--- src/logic/rxg_pkg.sv ---
package rxg_pkg;
  // ----------------------------------------------------------------
  // register map
  // ----------------------------------------------------------------
  localparam logic [7:0] ADDR_SEL = 8'h17; // receiver_input_and_guard
  localparam logic [7:0] ADDR_THR = 8'h18; // decoder_thresholds
  localparam logic [7:0] ADDR_STATUS = 8'h30; // sticky events, write one clears
  localparam logic [7:0] ADDR_MASK = 8'h31; // interrupt mask
  localparam logic [7:0] SEL_RESET = 8'h84;
  localparam logic [7:0] THR_RESET = 8'h84;
  localparam logic [7:0] MASK_RESET = 8'h00;
  // ----------------------------------------------------------------
  // field positions
  // ----------------------------------------------------------------
  localparam int SEL_INPUT_HI = 7;
  localparam int SEL_INPUT_LO = 6;
  localparam int SEL_WAIT_HI = 5;
  localparam int SEL_WAIT_LO = 0;
  localparam int THR_MIN_HI = 7;
  localparam int THR_MIN_LO = 4;
  localparam int THR_RSV_BIT = 3;
  localparam int THR_COLL_HI = 2;
  localparam int THR_COLL_LO = 0;
  localparam logic [7:0] THR_WRITE_MASK = 8'hf7; // reserved bit never stored
  // status bits
  localparam int ST_RX_ON = 0;
  localparam int ST_COLL = 1;
  localparam int ST_WEAK = 2;
  localparam int ST_WIDTH = 3;
  // ----------------------------------------------------------------
  // input select codes and timing
  // ----------------------------------------------------------------
  localparam logic [1:0] IN_LOW = 2'h0;
  localparam logic [1:0] IN_PIN_ENV = 2'h1;
  localparam logic [1:0] IN_ANALOG = 2'h2;
  localparam logic [1:0] IN_PIN_MOD = 2'h3;
  localparam int CLOCK_HZ = 25000000;
  localparam int BIT_RATE_HZ = 106000; // default bit-clock rate
  localparam int BIT_DIV = CLOCK_HZ / BIT_RATE_HZ; // cycles per bit-clock, rounded down
  // guard sequencer states
  typedef enum logic [1:0] {GUARD_IDLE, GUARD_ARMED, GUARD_COUNT, GUARD_RX_ON} rxg_state_t;
endpackage : rxg_pkg

--- src/logic/rxg_receiver_guard.sv ---
`timescale 1ns/1ps
module rxg_receiver_guard #(
  parameter int BIT_CYCLES = rxg_pkg::BIT_DIV
) (
  input wire logic clock,
  input wire logic rst_b,
  input wire logic [7:0] reg_addr,
  input wire logic [7:0] reg_wdata,
  input wire logic reg_wr,
  input wire logic reg_rd,
  output logic [7:0] reg_rdata,
  input wire logic signal_input_pin,
  input wire logic analog_mod,
  input wire logic cmd_start,
  input wire logic cmd_is_receive,
  input wire logic cmd_stop,
  input wire logic active_mode,
  input wire logic tx_last_pulse,
  input wire logic ext_field_on,
  input wire logic bit_valid,
  input wire logic [3:0] half_strong,
  input wire logic [3:0] half_weak,
  output logic rx_enable,
  output logic rx_serial,
  output logic bit_accept,
  output logic bit_collision,
  output logic irq
);
  import rxg_pkg::*;

  // refuse a divider that the 16-bit tick counter cannot serve
  if (BIT_CYCLES < 2 || BIT_CYCLES > 65535) begin : g_bad_bit_cycles
    $error("BIT_CYCLES out of range");
  end

  localparam logic [15:0] TICK_LAST = 16'(BIT_CYCLES - 1);

  logic pin_sync;
  logic [7:0] sel_reg;
  logic [7:0] thr_reg;
  logic [ST_WIDTH-1:0] status;
  logic [ST_WIDTH-1:0] mask;
  logic [7:0] next_sel_reg;
  logic [7:0] next_thr_reg;
  logic [ST_WIDTH-1:0] next_status;
  logic [ST_WIDTH-1:0] next_mask;
  logic [7:0] next_reg_rdata;
  logic next_irq;
  logic [15:0] tick_cnt;
  logic [15:0] next_tick_cnt;
  logic bit_tick;
  rxg_state_t state;
  rxg_state_t next_state;
  logic [5:0] guard_cnt;
  logic [5:0] next_guard_cnt;
  logic next_rx_enable;
  logic next_rx_serial;
  logic next_bit_accept;
  logic next_bit_collision;
  logic [1:0] in_sel;
  logic [5:0] wait_bits;
  logic [3:0] min_level;
  logic [2:0] coll_level;
  logic routed;
  logic strong_ok;
  logic coll_hit;
  logic [6:0] weak_scaled;
  logic [6:0] strong_scaled;

  // ----------------------------------------------------------------
  // pin synchroniser
  // ----------------------------------------------------------------
  rxg_sync2 u_pin_sync (
    .clock(clock),
    .rst_b(rst_b),
    .async_in(signal_input_pin),
    .sync_out(pin_sync)
  );

  assign in_sel = sel_reg[SEL_INPUT_HI:SEL_INPUT_LO];
  assign wait_bits = sel_reg[SEL_WAIT_HI:SEL_WAIT_LO];
  assign min_level = thr_reg[THR_MIN_HI:THR_MIN_LO];
  assign coll_level = thr_reg[THR_COLL_HI:THR_COLL_LO];

  // ----------------------------------------------------------------
  // register file
  // ----------------------------------------------------------------
  // writes, sticky status, read mux
  always_comb begin
    next_sel_reg = sel_reg;
    next_thr_reg = thr_reg;
    next_mask = mask;
    next_status = status;
    next_reg_rdata = 8'h00;
    if (reg_wr) begin
      case (reg_addr)
        ADDR_SEL: next_sel_reg = reg_wdata;
        ADDR_THR: next_thr_reg = reg_wdata & THR_WRITE_MASK;
        ADDR_MASK: next_mask = reg_wdata[ST_WIDTH-1:0];
        ADDR_STATUS: next_status = status & ~reg_wdata[ST_WIDTH-1:0];
        default: ;
      endcase
    end
    // set wins over a clear in the same cycle
    if (next_rx_enable && !rx_enable) begin
      next_status[ST_RX_ON] = 1'b1;
    end
    if (next_bit_collision) begin
      next_status[ST_COLL] = 1'b1;
    end
    if (bit_valid && rx_enable && !strong_ok) begin
      next_status[ST_WEAK] = 1'b1;
    end
    if (reg_rd) begin
      case (reg_addr)
        ADDR_SEL: next_reg_rdata = sel_reg;
        ADDR_THR: next_reg_rdata = thr_reg & THR_WRITE_MASK;
        ADDR_STATUS: next_reg_rdata = {5'h00, status};
        ADDR_MASK: next_reg_rdata = {5'h00, mask};
        default: next_reg_rdata = 8'h00;
      endcase
    end
    next_irq = |(next_status & next_mask);
  end

  // register state
  always_ff @(posedge clock or negedge rst_b) begin
    if (!rst_b) begin
      sel_reg <= SEL_RESET;
      thr_reg <= THR_RESET;
      status <= '0;
      mask <= MASK_RESET[ST_WIDTH-1:0];
      reg_rdata <= 8'h00;
      irq <= 1'b0;
    end else begin
      sel_reg <= next_sel_reg;
      thr_reg <= next_thr_reg;
      status <= next_status;
      mask <= next_mask;
      reg_rdata <= next_reg_rdata;
      irq <= next_irq;
    end
  end

  // ----------------------------------------------------------------
  // bit-clock divider
  // ----------------------------------------------------------------
  always_comb begin
    bit_tick = (tick_cnt == TICK_LAST);
    next_tick_cnt = bit_tick ? 16'h0000 : tick_cnt + 16'h0001;
  end

  always_ff @(posedge clock or negedge rst_b) begin
    if (!rst_b) begin
      tick_cnt <= 16'h0000;
    end else begin
      tick_cnt <= next_tick_cnt;
    end
  end

  // ----------------------------------------------------------------
  // frame guard sequencer
  // ----------------------------------------------------------------
  // command start, trigger, count, enable
  always_comb begin
    next_state = state;
    next_guard_cnt = guard_cnt;
    case (state)
      GUARD_IDLE: begin
        if (cmd_start && cmd_is_receive) begin
          next_state = GUARD_RX_ON;
        end else if (cmd_start) begin
          next_state = GUARD_ARMED;
        end
      end
      GUARD_ARMED: begin
        if ((!active_mode && tx_last_pulse) || (active_mode && ext_field_on)) begin
          next_guard_cnt = wait_bits;
          next_state = (wait_bits == 6'h00) ? GUARD_RX_ON : GUARD_COUNT;
        end
      end
      GUARD_COUNT: begin
        if (bit_tick) begin
          if (guard_cnt == 6'h00) begin
            next_state = GUARD_RX_ON;
          end else begin
            next_guard_cnt = guard_cnt - 6'h01;
          end
        end
      end
      GUARD_RX_ON: ;
      default: next_state = GUARD_IDLE;
    endcase
    if (cmd_stop) begin
      next_state = GUARD_IDLE;
    end
    next_rx_enable = (next_state == GUARD_RX_ON);
  end

  always_ff @(posedge clock or negedge rst_b) begin
    if (!rst_b) begin
      state <= GUARD_IDLE;
      guard_cnt <= 6'h00;
      rx_enable <= 1'b0;
    end else begin
      state <= next_state;
      guard_cnt <= next_guard_cnt;
      rx_enable <= next_rx_enable;
    end
  end

  // ----------------------------------------------------------------
  // input routing and decoder thresholds
  // ----------------------------------------------------------------
  always_comb begin
    case (in_sel)
      IN_LOW: routed = 1'b0;
      IN_PIN_ENV: routed = pin_sync;
      IN_ANALOG: routed = analog_mod;
      IN_PIN_MOD: routed = pin_sync;
      default: routed = 1'b0;
    endcase
    // guard interval ignores everything at the input
    next_rx_serial = rx_enable && routed;
    strong_ok = (half_strong >= min_level);
    weak_scaled = {half_weak, 3'h0};
    strong_scaled = 7'(half_strong * coll_level);
    coll_hit = (weak_scaled >= strong_scaled);
    next_bit_accept = bit_valid && rx_enable && strong_ok;
    next_bit_collision = next_bit_accept && coll_hit;
  end

  always_ff @(posedge clock or negedge rst_b) begin
    if (!rst_b) begin
      rx_serial <= 1'b0;
      bit_accept <= 1'b0;
      bit_collision <= 1'b0;
    end else begin
      rx_serial <= next_rx_serial;
      bit_accept <= next_bit_accept;
      bit_collision <= next_bit_collision;
    end
  end

  // ----------------------------------------------------------------
  // checks
  // ----------------------------------------------------------------
  chk_sel_reset: assert property (@(posedge clock) $rose(rst_b) |-> sel_reg == 8'h84)
    else $error("select register reset value wrong");
  chk_thr_reset: assert property (@(posedge clock) $rose(rst_b) |-> thr_reg == 8'h84)
    else $error("threshold register reset value wrong");
  chk_route_low: assert property (@(posedge clock) disable iff (!rst_b)
    in_sel == 2'h0 |=> !rx_serial)
    else $error("constant low input not low");
  chk_route_analog: assert property (@(posedge clock) disable iff (!rst_b)
    rx_enable && in_sel == 2'h2 |=> rx_serial == $past(analog_mod))
    else $error("analog input not routed");
  chk_guard_quiet: assert property (@(posedge clock) disable iff (!rst_b)
    !rx_enable |=> !rx_serial)
    else $error("input passed during guard time");
  chk_receive_nowait: assert property (@(posedge clock) disable iff (!rst_b)
    state == GUARD_IDLE && cmd_start && cmd_is_receive && !cmd_stop |=> rx_enable)
    else $error("receive command delayed");
  chk_cmd_waits: assert property (@(posedge clock) disable iff (!rst_b)
    state == GUARD_IDLE && cmd_start && !cmd_is_receive |=> !rx_enable)
    else $error("other command skipped guard");
  chk_passive_start: assert property (@(posedge clock) disable iff (!rst_b)
    state == GUARD_ARMED && !active_mode && tx_last_pulse && wait_bits != 6'h00 && !cmd_stop
    |=> state == GUARD_COUNT && guard_cnt == $past(wait_bits))
    else $error("passive guard start wrong");
  chk_active_start: assert property (@(posedge clock) disable iff (!rst_b)
    state == GUARD_ARMED && active_mode && ext_field_on && wait_bits != 6'h00 && !cmd_stop
    |=> state == GUARD_COUNT)
    else $error("active guard start wrong");
  chk_guard_end: assert property (@(posedge clock) disable iff (!rst_b)
    state == GUARD_COUNT && guard_cnt == 6'h00 && bit_tick && !cmd_stop |=> rx_enable)
    else $error("receiver not enabled after guard");
  chk_min_level: assert property (@(posedge clock) disable iff (!rst_b)
    bit_valid && half_strong < min_level |=> !bit_accept && !bit_collision)
    else $error("weak signal evaluated");
  chk_coll_flag: assert property (@(posedge clock) disable iff (!rst_b)
    bit_valid && rx_enable && half_strong >= min_level
    |=> bit_accept && bit_collision == ({3'h0, $past(half_weak)} * 7'h08 >=
    {3'h0, $past(half_strong)} * {4'h0, $past(coll_level)}))
    else $error("collision flag wrong");
  chk_rsv_zero: assert property (@(posedge clock) disable iff (!rst_b)
    reg_rd && reg_addr == ADDR_THR |=> reg_rdata[3] == 1'b0)
    else $error("reserved bit reads one");
  chk_irq_level: assert property (@(posedge clock) disable iff (!rst_b)
    irq == |(status & mask))
    else $error("interrupt output mismatch");
endmodule : rxg_receiver_guard

--- src/logic/rxg_sync2.sv ---
`timescale 1ns/1ps
// two flip-flop synchroniser for a pin input
module rxg_sync2 (
  input wire logic clock,
  input wire logic rst_b,
  input wire logic async_in,
  output logic sync_out
);
  logic meta;

  // ----------------------------------------------------------------
  // first stage read only by the second
  // ----------------------------------------------------------------
  always_ff @(posedge clock or negedge rst_b) begin
    if (!rst_b) begin
      meta <= 1'b0;
      sync_out <= 1'b0;
    end else begin
      meta <= async_in;
      sync_out <= meta;
    end
  end
endmodule : rxg_sync2

--- config.mk ---
export PLATFORM = sky130hd
export DESIGN_NAME = rxg_receiver_guard
export DESIGN_NICKNAME = d
export VERILOG_FILES = /design/src/logic/rxg_pkg.sv /design/src/logic/rxg_receiver_guard.sv /design/src/logic/rxg_sync2.sv
export SDC_FILE = /design/constraint.sdc
export NUM_CORES = 1
export LEC_CHECK = 0
export ABC_AREA = 1
export CAP_MARGIN = 20
export CELL_PAD_IN_SITES_DETAIL_PLACEMENT = 1
export CELL_PAD_IN_SITES_GLOBAL_PLACEMENT = 2
export CORE_ASPECT_RATIO = 1.5
export CORE_UTILIZATION = 37
export DETAILED_ROUTE_END_ITERATION = 8
export DONT_BUFFER_PORTS = 1
export PLACE_DENSITY_LB_ADDON = 0.1
export SLEW_MARGIN = 25
export SYNTH_ARGS = -nofsm -noshare
export SYNTH_HDL_FRONTEND = slang
export SYNTH_SLANG_ARGS = --single-unit
--- constraint.sdc ---
create_clock -name clock -period 3.6 [get_ports clock]
set_input_delay 0.18 -clock clock [delete_from_list [all_inputs] [get_ports clock]]
set_output_delay 0.18 -clock clock [all_outputs]
set_load 0.01 [all_outputs]
-- Yosys cells after proc, flatten, opt, wreduce, memory -nomap -nowiden
Cells that the tools add are included.
- register bits: 60
- output and inout bits: 13
- add/subtract/negate cells: 2
- multipliers: 1
- order comparisons: 2
- equality and inequality tests: 14
- multiplexer cells: 23
- bitwise logic cells: 3
- reduce and logical (&&, ||, !) cells: 23
- operator list (kind ; number):
    $pmux 8 s4 ; 1
    $mux 6 ; 3
    $add 16x1->16 const B ; 1
    $eq 16x8->1 const B ; 1
    $eq 8x5->1 const B ; 2
    $eq 8x6->1 const B ; 2
    $mux 16 ; 1
    $logic_not 6->1 ; 2
    $mux 2 ; 6
    $mux 3 ; 4
    $pmux 6 s2 ; 1
    $logic_and 1x1->1 ; 9
    $eq 2x2->1 const B ; 4
    $mux 8 ; 1
    $ge 7x7->1 ; 1
    $mul 4x3->7 ; 1
    $and 3x3->3 ; 2
    $ne 2x2->1 const B ; 3
    $pmux 2 s3 ; 1
    $sub 6x1->6 const B ; 1
    $eq 2x1->1 const B ; 2
    $ge 4x4->1 ; 1
    $logic_not 2->1 ; 2
    $mux 1 ; 4
    other kinds (9) ; 12

-- Depth between registers and ports, before layout
- depth after elaboration: 11
- depth in mapped cells: 17

-- Hierarchy
A second synthesis with hierarchy kept.
- cells, all modules: 440
- area total of the unflattened synthesis: 3450.8 µm²
- modules (own cells, without submodules) (module ; times used ; cells each ; area each (µm²) ; seq. area each (µm²)):
    rxg_receiver_guard ; 1 ; 438 ; 3400.8 ; 1456.4
    rxg_sync2 ; 1 ; 2 ; 50.0 ; 50.0

-- Least setup slack after synthesis
Ideal clock, no wire load.
- kind: register -> register
- start: reg thr_reg[1]
- end: reg irq
- library setup time: 0.124 ns
- arrival time: 2.609 ns
- data required time: 3.476 ns
- setup slack: 0.868 ns
- cell stages (with the launch flop): 17
- path buffers: 0
- clock period less this slack: 2.732 ns
- cell sequence: dfrtp_1 -> nand2_1 -> inv_1 -> fa_1 -> ha_1 -> inv_1 -> fa_1 -> xor2_1 -> ha_1 -> nand2_1 -> inv_1 -> o21ai_0 -> nand3_1 -> nand3_1 -> o21ai_0 -> nand2_1 -> nand3_1
- word-level cells in the longest chain between the ends: 6
- ends and longest elaborated chain (item ; line ; RTL):
    start: declaration ; rxg_receiver_guard.sv:40 ; logic [7:0] thr_reg;
    start signal: assignment ; rxg_receiver_guard.sv:137 ; thr_reg <= next_thr_reg;
    $mul 4x3->7 ; rxg_receiver_guard.sv:227 ; strong_scaled = 7'(half_strong * coll_level);
    $ge 7x7->1 ; rxg_receiver_guard.sv:228 ; coll_hit = (weak_scaled >= strong_scaled);
    $logic_and 1x1->1 ; rxg_receiver_guard.sv:230 ; next_bit_collision = next_bit_accept && coll_hit;
    $mux 1 ; rxg_receiver_guard.sv:108 ; if (next_bit_collision) begin
    via next_status[1] ; rxg_receiver_guard.sv:45 ; logic [ST_WIDTH-1:0] next_status;
    $and 3x3->3 ; rxg_receiver_guard.sv:123 ; next_irq = |(next_status & next_mask);
    $reduce_or 3->1 ; rxg_receiver_guard.sv:123 ;
    via next_irq ; rxg_receiver_guard.sv:48 ; logic next_irq;
    end signal: assignment ; rxg_receiver_guard.sv:141 ; irq <= next_irq;
    end: declaration ; rxg_receiver_guard.sv:27 ; output logic irq
The timed path passes the listed nets, and every way through them passes these cells.
A chain may end at the register's enable or synchronous reset.

-- Worst setup path in the final report
Same ends and word-level chain as after synthesis.

==> impl_metrics.py <==
metrics = {
    "final_layout": {
        "area_growth_pct": 17.9,
        "nets": 519,
        "post_route_cells_drive_above_1_share_pct": 9.01,
        "n_fill_cell": 1126,
        "final_cell_area_sq_um": 4070,
        "largest_reg_flops": 16,
        "antennaDiodeCount": 0,
    },
    "yosys": {
        "mappedNetlistArea_sq_um": 3450,
        "seq_area_frac_synth_pct": 43.7,
        "yosys_warnings": 0,
        "yosys.area.top_type_share_pct": 40.6,
        "synth.largest_area_cell": "dfrtp_1",
        "synthFlopType": "dfrtp_1",
        "synth-seq-cells": 60,
        "async_reset_ff_share_pct": 100,
        "postSynthAreaPerCell_sq_um": 7.84,
        "synthTopCellsByArea": "dfrtp_1 41%, nand2_1 12%, inv_1 7.6%",
        "netlist_instances": 440,
        "synth_cell_types": 38,
        "synth.net_count": 498,
        "synth_edf_count": 0,
    },
    "clocking": {
        "cts_tree": "done",
        "cts_setup_buffers": 0,
        "htree_levels": 3,
        "clkTransAtPathRegs_ns": 0.05,
        "cts-root-buf": "clkbuf_16",
        "numCtsBuffers": 9,
        "clk_latency_ns": 0.33,
        "cts_sinks": 60,
        "clockBufferDepth": 2,
        "cts_resized": 0,
    },
    "setup_path": {
        "worstPathCellList": "nand2_1 -> inv_1 -> fa_1 -> ha_1 -> inv_1 -> fa_1 -> xor2_1 -> ha_1 -> nand2_1 -> inv_1 -> o21ai_0 -> nand3_1 -> nand3_1 -> o21ai_0 -> nand2_1 -> nand3_1",
        "end_kind": "flip-flop",
        "cp.required_ns": 3.81,
        "slowest_stage": "fa_1",
        "arrival_ns": 3.30,
        "criticalPathCategory": "flip-flop to flip-flop",
        "cp-start-kind": "flip-flop",
        "cp_slowest_stage_delay_ns": 0.51,
        "crit_fanout": 6,
    },
    "timing": {
        "max-slew-margin-rel_pct": 54.0,
        "fmax_ghz": 0.324,
        "finalSetupViolCount": 0,
        "finalSetupTns_ns": 0,
        "slew_viol_final": 0,
        "min_period_over_period_pct": 85.8,
        "period_needed_ns": 3.09,
        "skew_ns": 0.00468,
        "whs_ns": 0.00743,
        "rsz0062_at_grt": "false",
        "tightestPinTransition_ns": 0.687,
        "hold_viol": 0,
    },
    "detailed_routing": {
        "antenna_left": 0,
        "vias": 2902,
        "viasPerCell": 5.04,
        "post-route-drc-count": 0,
        "dr_wl_met3_um": 313,
        "wl_met2_um": 4920,
        "drt_iter0_markers": 109,
        "top_layer": "met4",
        "drt-total-wl_um": 8790,
        "dr.pass1.iters": 4,
        "wirelength_met1_um": 3440,
        "drt-wirelength-per-cell_um": 15.3,
    },
    "pwr": {
        "p_per_area_nw_per_um2": 496,
        "peakVddDrop_mv": 0.357,
        "p_leak_uw": 0.00211,
    },
    "floorplanning": {
        "die_height_um": 120,
        "row_count": 42,
        "initial_core_util_pct": 38.6,
        "die_x_um": 80.9,
        "core_sq_um": 8930,
        "die_area_sq_um": 9720,
        "ios": 50,
    },
    "place": {
        "gp_congestion": 0.791,
        "portBuffers": 0,
        "placed_area_sq_um": 3580,
        "dpl.hpwl_um": 6820,
    },
    "global_routing": {
        "antenna_found_initial": 0,
        "grt.total_usage_pct": 20.2,
        "grt_first_pass_wirelength_um": 14600,
        "grt_pass1_vias": 3066,
        "grt_max_degree": 61,
        "gr-total-overflow": 0,
    },
    "job": {
        "drv_cap": 0,
    },
    "status": {
        "status": "complete, no violations",
    },
    "worst_hold_path": {
        "hold_class": "input port to flip-flop",
    },
}
timing repair:
action,4_1_cts,5_1_grt
endpoints found under the setup margin,0,0
hold buffers,12,0
hold endpoints to repair,77,0
worst max-delay path, delay by kind of cell, from the launching register on:
| family | cells | cell delay (ns) |
|---|---|---|
| AO/OA/AOI/OAI | 2 | 0.28 |
| XOR/XNOR | 1 | 0.17 |
| AND/OR/NAND/NOR | 6 | 0.56 |
| flip-flops | 1 | 0.43 |
| buffers and inverters | 3 | 0.14 |
| adder cells (fa/ha/maj) | 4 | 1.39 |
final cells by class:
cell class	count	area [sq um]	share of cell area (%)
Clock buffer	10	239	5.88
Clock inverter	6	111	2.74
Inverter	75	282	6.92
Multi-Input combinational cell	302	1650	40.5
Sequential cell	60	1510	37.0
Tap cell	110	138	3.38
Timing Repair Buffer	13	145	3.57
cell usage in the layout, fill, tap and decap left out, types with 8 or more instances in the layout:
cell | synthesis | routed
nand2_1 | 106 | 106
a21oi_1 | 18 | 18
ha_1 | 18 | 18
xor2_1 | 8 | 8
inv_1 | 70 | 70
nand4_1 | 8 | 8
nor2_1 | 48 | 48
o21ai_0 | 26 | 26
dlygate4sd3_1 | 0 | 11
clkbuf_16 | 0 | 9
nand3_1 | 28 | 28
dfrtp_1 | 56 | 56
synth_stat cells (7+ instances only):
| library cell | number |
|---|---|
| ha_1 | 18 |
| inv_1 | 70 |
| nand3_1 | 28 |
| nor3_1 | 7 |
| dfrtp_1 | 56 |
| nand2_1 | 106 |
| nor2_1 | 48 |
| a21oi_1 | 18 |
| o21ai_0 | 26 |
| nand4_1 | 8 |
| xor2_1 | 8 |
stage by stage:
step / setup slack, ns / util (%) / std cells / power [uW]
after floorplan: 0.868 / - / 440 / 947
after global placement: 0.630 / 40.1 / 548 / 997
after detailed placement: 0.468 / 40.1 / 548 / 1010
after CTS: 0.463 / 45.5 / 576 / 2050
after global routing: 0.261 / 45.5 / 576 / 2130
final: 0.510 / 45.5 / 576 / 2020
final timing paths:
path,startpoint,end,slack [ns],cells after the start
setup / recovery,thr_reg[1],irq,0.51,16
hold / removal,reg_wdata[7],sel_reg[7],0.007,1
setup reg to reg,thr_reg[1],irq,0.51,16
hold reg to reg,u_pin_sync.meta,u_pin_sync.sync_out,0.35,0
max in group asynchronous,rst_b,sel_reg[2],2.88,2
min in group asynchronous,rst_b,sel_reg[5],0.43,2
kinds of logic (layout without fill, tap and decap cells):
group | count (synthesis) | after routing | synth area share (%)
AOI/OAI and AO/OA | 54 | 54 | 8.56
xor gates and xnor gates | 11 | 11 | 2.79
adders and majority gates | 21 | 21 | 8.27
buffers and inverters | 78 | 104 | 8.63
DFF | 60 | 60 | 43.7
muxes | 4 | 4 | 1.31
and+or+nand+nor | 212 | 212 | 26.8
per-layer routing:
metal	track usage, %	vias up
li1	-	1440
met1	22.7	1400
met2	37.1	52
met3	3.70	10
met4	7.03	0
met5	0	-
where the power goes:
group          total [uW]  switching (uW)  internal (uW)
logic                 244             148           96.0
clock network        1000             308            694
registers             773            44.1            729
total                2020             500           1520
Note: power is estimated with default switching activity, not from simulation.
